<file path="src/inc/jk_ms_pkg.sv">
// Package for the master-slave J-K flip-flop block: steering codes, carriers, reset values.
// Assumes a single system clock; the flip-flop's own clock pulse is a sampled input.
package jk_ms_pkg;

	// Steering codes, J in bit 1, K in bit 0
	typedef enum logic [1:0] {
		STEER_HOLD   = 2'b00,
		STEER_RESET  = 2'b01,
		STEER_SET    = 2'b10,
		STEER_TOGGLE = 2'b11
	} steer_t;

	// Phases of the clock pulse as seen by the block
	typedef enum logic [1:0] {
		PH_IDLE    = 2'b00,
		PH_CAPTURE = 2'b01,
		PH_HOLD    = 2'b10,
		PH_XFER    = 2'b11
	} phase_t;

	typedef struct packed {
		logic j;
		logic k;
		logic pulse;
		logic preset_n;
		logic clear_n;
	} jk_pins_t;

	typedef struct packed {
		logic q;
		logic q_n;
	} jk_out_t;

	localparam logic         STATE_RST   = 1'b0;
	localparam int unsigned  SYNC_STAGES = 2;
	localparam int unsigned  PIN_W       = 5;

endpackage

</file>
<file path="src/rtl/pin_sync.sv">
// Two-flop synchroniser for a bundle of level inputs.
// Assumes inputs are asynchronous to clk_i; only the second stage is read outside.
`timescale 1ns/1ps
module pin_sync #(
	parameter int unsigned WIDTH = 1,
	parameter logic [WIDTH-1:0] RST_VAL = '0
) (
	input  wire logic             clk_i,
	input  wire logic             rst_n_i,
	input  wire logic [WIDTH-1:0] async_i,
	output logic      [WIDTH-1:0] sync_o
);
	logic [WIDTH-1:0] meta_q;

	always_ff @(posedge clk_i or negedge rst_n_i)
	begin
		if (!rst_n_i)
		begin
			meta_q <= RST_VAL;
			sync_o <= RST_VAL;
		end
		else
		begin
			meta_q <= async_i;
			sync_o <= meta_q;
		end
	end
endmodule

</file>
<file path="src/rtl/master_slave_jk_flip_flop.sv">
// One master-slave J-K flip-flop with active-low preset and clear, built on clk_i.
// Assumes J, K, the flip-flop pulse and preset/clear arrive asynchronously as pins.
`timescale 1ns/1ps

// Contract
// - When the pulse rises the slave is cut off from the master, then J and K load the master.
// - After capture J and K are blocked and only then is the master copied into the slave.
// - A low preset forces the true output to one.
// - A low clear, with preset high, forces the true output to zero.
// - Preset and clear reach the outputs on the third clk_i edge after the pin changes, without waiting for any pulse transfer.
module master_slave_jk_flip_flop (
	input  wire logic clk_i,
	input  wire logic rst_n_i,
	input  wire logic j_i,
	input  wire logic k_i,
	input  wire logic pulse_i,
	input  wire logic preset_n_i,
	input  wire logic clear_n_i,
	output logic      q_o,
	output logic      q_n_o
);
	jk_ms_pkg::jk_pins_t pins_raw;
	jk_ms_pkg::jk_pins_t pins_s;
	jk_ms_pkg::phase_t   phase_q;
	jk_ms_pkg::phase_t   phase_d;
	logic                master_q;
	logic                master_d;
	logic                slave_q;
	logic                slave_d;
	logic                pulse_q;
	wire                 pulse_rise;
	wire                 pulse_fall;
	wire                 force_set;
	wire                 force_clr;
	jk_ms_pkg::steer_t   steer;

	// Rule: next state from steering code against the slave
	function automatic logic jk_next(input jk_ms_pkg::steer_t s, input logic cur);
		unique case (s)
			jk_ms_pkg::STEER_HOLD:   jk_next = cur;
			jk_ms_pkg::STEER_RESET:  jk_next = 1'b0;
			jk_ms_pkg::STEER_SET:    jk_next = 1'b1;
			jk_ms_pkg::STEER_TOGGLE: jk_next = ~cur;
		endcase
	endfunction

	assign pins_raw = '{j: j_i, k: k_i, pulse: pulse_i,
		preset_n: preset_n_i, clear_n: clear_n_i};

	pin_sync #(
		.WIDTH   (jk_ms_pkg::PIN_W),
		.RST_VAL (5'b0_0011)
	) u_sync (
		.clk_i   (clk_i),
		.rst_n_i (rst_n_i),
		.async_i (pins_raw),
		.sync_o  (pins_s)
	);

	assign pulse_rise = pins_s.pulse & ~pulse_q;
	assign pulse_fall = ~pins_s.pulse & pulse_q;
	assign steer      = jk_ms_pkg::steer_t'({pins_s.j, pins_s.k});
	// both low gives Q high and Q_n high, as the gate pair does
	assign force_set  = ~pins_s.preset_n;
	assign force_clr  = ~pins_s.clear_n;

	always_comb
	begin
		phase_d  = phase_q;
		master_d = master_q;
		slave_d  = slave_q;
		unique case (phase_q)
			jk_ms_pkg::PH_IDLE:
				if (pulse_rise)
					phase_d = jk_ms_pkg::PH_CAPTURE;
			jk_ms_pkg::PH_CAPTURE:
			begin
				// Slave isolated; master loads from J and K
				master_d = jk_next(steer, slave_q);
				phase_d  = pins_s.pulse ? jk_ms_pkg::PH_HOLD : jk_ms_pkg::PH_XFER;
			end
			jk_ms_pkg::PH_HOLD:
				// J and K ignored here; relies on them being steady
				if (pulse_fall)
					phase_d = jk_ms_pkg::PH_XFER;
			jk_ms_pkg::PH_XFER:
			begin
				slave_d = master_q;
				phase_d = jk_ms_pkg::PH_IDLE;
			end
		endcase
		// Asynchronous overrides win over any pulse activity
		if (force_set || force_clr)
		begin
			master_d = force_set;
			slave_d  = force_set;
			phase_d  = jk_ms_pkg::PH_IDLE;
		end
	end

	always_ff @(posedge clk_i or negedge rst_n_i)
	begin
		if (!rst_n_i)
		begin
			phase_q  <= jk_ms_pkg::PH_IDLE;
			master_q <= jk_ms_pkg::STATE_RST;
			slave_q  <= jk_ms_pkg::STATE_RST;
			pulse_q  <= 1'b0;
		end
		else
		begin
			phase_q  <= phase_d;
			master_q <= master_d;
			slave_q  <= slave_d;
			pulse_q  <= pins_s.pulse;
		end
	end

	// Outputs registered straight from the next state
	always_ff @(posedge clk_i or negedge rst_n_i)
	begin
		if (!rst_n_i)
		begin
			q_o   <= jk_ms_pkg::STATE_RST;
			q_n_o <= ~jk_ms_pkg::STATE_RST;
		end
		else
		begin
			q_o   <= slave_d;
			q_n_o <= force_set && force_clr ? 1'b1 : ~slave_d;
		end
	end
endmodule

</file>
<file path="config.mk">
export PLATFORM = sky130hd
export DESIGN_NAME = master_slave_jk_flip_flop
export DESIGN_NICKNAME = d
export VERILOG_FILES = /design/src/inc/jk_ms_pkg.sv /design/src/rtl/pin_sync.sv /design/src/rtl/master_slave_jk_flip_flop.sv
export SDC_FILE = /design/constraint.sdc
export NUM_CORES = 1
export LEC_CHECK = 0
export BUFFER_PORTS_ARGS = -buffer_cell sky130_fd_sc_hd__buf_4
export CORE_AREA = 2 2 39 41
export CTS_CLUSTER_SIZE = 10
export DETAILED_ROUTE_END_ITERATION = 10
export DIE_AREA = 0 0 41 43
export MAX_ROUTING_LAYER = met4
export PLACE_DENSITY = 0.75
export SETUP_SLACK_MARGIN = 0.2
export SLEW_MARGIN = 5
export SYNTH_ARGS = -nofsm -noshare
export SYNTH_HDL_FRONTEND = slang
export SYNTH_HIERARCHICAL = 1
export SYNTH_SLANG_ARGS = --single-unit
</file>
<file path="constraint.sdc">
create_clock -name clk_i -period 3 [get_ports clk_i]
set_input_delay 0 -clock clk_i [delete_from_list [all_inputs] [get_ports clk_i]]
set_output_delay 0 -clock clk_i [all_outputs]
set_load 0.03 [all_outputs]
</file>
==> impl_metrics.yaml <==
setup_path:
  criticalPathCategory: "flop to flop"
  end_kind: "flop"
  rrSetupSlack_ns: 1.73
  ff2ff_path_depth: 5
  worstPathArrival_ns: 1.48
  crit_required_ns: 3.20
  r2r-end: "phase_q[0]$_DFFE_PN0P_"
  start_kind: "flop"
  r2r_start: "phase_q[0]$_DFFE_PN0P_"
  critPathMaxFanout: 6
floorplanning:
  initial_core_util: 0.449
  pin_count: 9
  coreArea_sq_um: 1380
  die_x_um: 41
  core.rowCount: 14
  fp.dieH_um: 43
  die_area_sq_um: 1760
timing:
  maxSlewHeadroom: 0.872
  fmax_mhz: 785
  fin_ws_ns: 1.73
  slew_violations: 0
  finalSetupViolations: 0
  rsz0062_at_grt: "no"
  hold_viol_final: 0
  fin_crit_sh: 0.425
  min_period_ns: 1.27
  fin_worst_skew_ns: 0.00167
  fin_setup_tns_ns: 0
  worst_pin_slew_ns: 0.191
  whs_ns: 0.112
pwr:
  power_mw: 0.409
  power_density_nw_per_um2: 513
  leakage_nw: 0.377
  vdd_ir_drop_max_mv: 0.318
global_route:
  grt.total_usage: 0.128
  grt_pass1_wl_mm: 1.35
  grt_pass1_vias: 343
  grt_overflow_total: 0
  grt_max_degree: 17
  antenna_found_initial: 0
routing:
  detail_route.iter0.violations: 0
  drtPass1Iterations: 1
  vias: 359
  drc: 0
  ant_nets: 0
  vias_per_cell: 4.54
  drt_wl_total_um: 806
  wire_per_inst_um: 10.2
place:
  portBuffers: 8
  routabilityCongestion: 0.751
  pre_cts_ws_ns: 1.72
  place_hpwl_um: 552
yosys:
  yosysUniqueCellTypes: 16
  ys_ff_latch: 16
  yosys-top-cells-area: "dfrtp_1, dfstp_2, ha_1"
  postSynthCellCount: 45
  synth_area_sq_um: 622
  ys_seq_area_frac: 0.654
  avgSynthCellArea_sq_um: 13.8
  yosysTopAreaCellShare: 0.443
  synth.largest_area_cell: "dfrtp_1"
  syn_nets: 57
  yosysWarnings: 6
outcome:
  status: "finished, final reports clean"
cells_and_area:
  diodes: 0
  nets: 76
  syn2layout_area_growth_pct: 28.4
  drive_gt1_frac: 0.317
clock_network:
  cts_resized: 0
  path_clk_slew_ns: 0.08
  cts.sinks: 16
  clkLatencyLatePin_ns: 0.27
  cts_htree_levels: 1
  cts_root_buf: "clkbuf_4"
  cts_buffer_depth: 2
  tritoncts: "built"
  cts_made_buffers: 3
flow_run:
  cap_violations: 0
worst_hold_path:
  hold_path.class: "primary input to asynchronous set/reset pin"
layout by cell type, fill, tap and decap left out, drive strengths merged:
| cell | instances |
|---|---|
| clkbuf | 4 |
| mux2 | 1 |
| mux2i | 3 |
| dlygate4sd3 | 6 |
| nor2 | 2 |
| nand2 | 3 |
| a21oi | 3 |
| inv | 4 |
| o22ai | 1 |
| dfrtp | 11 |
| nand2b | 1 |
| a21o | 1 |
| o21ai | 1 |
| ha | 5 |
| nand3 | 3 |
| o211ai | 1 |
| buf | 8 |
| dfstp | 5 |
layer usage:
metal | global-route usage | vias up | share of wire
li1 | - | 186 | -
met2 | 0.172 | 5 | 0.51
met3 | 0.0471 | 2 | 0.030
met4 | 0.120 | 0 | 0.019
met5 | - | - | 0
met1 | 0.138 | 166 | 0.44
synth_stat cells:
master	instances
a21o_1	1
a21oi_1	1
a21oi_2	2
dfrtp_1	11
dfstp_2	5
ha_1	5
inv_1	4
mux2_1	1
mux2i_1	3
nand2_1	3
nand2b_4	1
nand3_1	3
nor2_1	2
o211ai_1	1
o21ai_1	1
o22ai_1	1
stage by stage:
| stage | utilization | cells | area (sq um) |
|---|---|---|---|
| after global placement | 0.507 | 69 | 702 |
| after CTS | 0.577 | 79 | 798 |
| after detailed placement | 0.507 | 69 | 702 |
| after floorplan | - | 45 | 622 |
| final | 0.577 | 79 | 798 |
| after global routing | 0.577 | 79 | 798 |
critical path, cell delays in order (launching register included):
cell and delay (ns):
dfrtp_1 0.44, inv_1 0.12, ha_1 0.19, nor2_1 0.06, a21oi_2 0.19, mux2i_1 0.20
sequential cells by signal (all words and copies together), names as in the netlist:
register,count
u_sync/meta_q,5
master_q,1
q_n_o,1
phase_q,2
q_o,1
pulse_q,1
u_sync/sync_o,5
repair_timing:
item,in CTS,in global routing
endpoints found under the hold margin,21,0
setup buffers,0,0
hold buffers,6,0
cell families (layout without fill, tap and decap cells):
family / after synthesis / after routing / synth area share
buffers and inverters: 4 / 22 / 0.0241
muxes: 4 / 4 / 0.0664
and+or+nand+nor: 9 / 9 / 0.0764
DFF: 16 / 16 / 0.654
adders and majority gates: 5 / 5 / 0.101
AOI/OAI and AO/OA: 7 / 7 / 0.0785
cell type report:
class	instances	area (sq um)
Clock buffer	4	36.3
Fill cell	120	586
Inverter	4	15.0
Multi-Input combinational cell	25	200
Sequential cell	16	407
Tap cell	16	20.0
Timing Repair Buffer	14	120
report_power, final:
group	total, mW	internal [mW]	switching (mW)	leakage [nW]
Sequential	0.237	0.230	0.00753	0.183
Combinational	0.0398	0.0214	0.0185	0.172
Clock	0.132	0.0737	0.0585	0.0210
Total	0.409	0.325	0.0845	0.377
how the worst max path moves through the flow:
stage | cells after the start | from | endpoint
CTS | 5 | phase_q[0]$_DFFE_PN0P_ | phase_q[0]$_DFFE_PN0P_
finish | 5 | phase_q[0]$_DFFE_PN0P_ | phase_q[0]$_DFFE_PN0P_
global placement | 5 | phase_q[0]$_DFFE_PN0P_ | phase_q[0]$_DFFE_PN0P_
floorplan | 5 | phase_q[0]$_DFFE_PN0P_ | phase_q[0]$_DFFE_PN0P_
global route | 5 | phase_q[0]$_DFFE_PN0P_ | phase_q[0]$_DFFE_PN0P_
detailed placement | 5 | phase_q[0]$_DFFE_PN0P_ | phase_q[0]$_DFFE_PN0P_
Note: power is estimated with default switching activity, not from simulation.
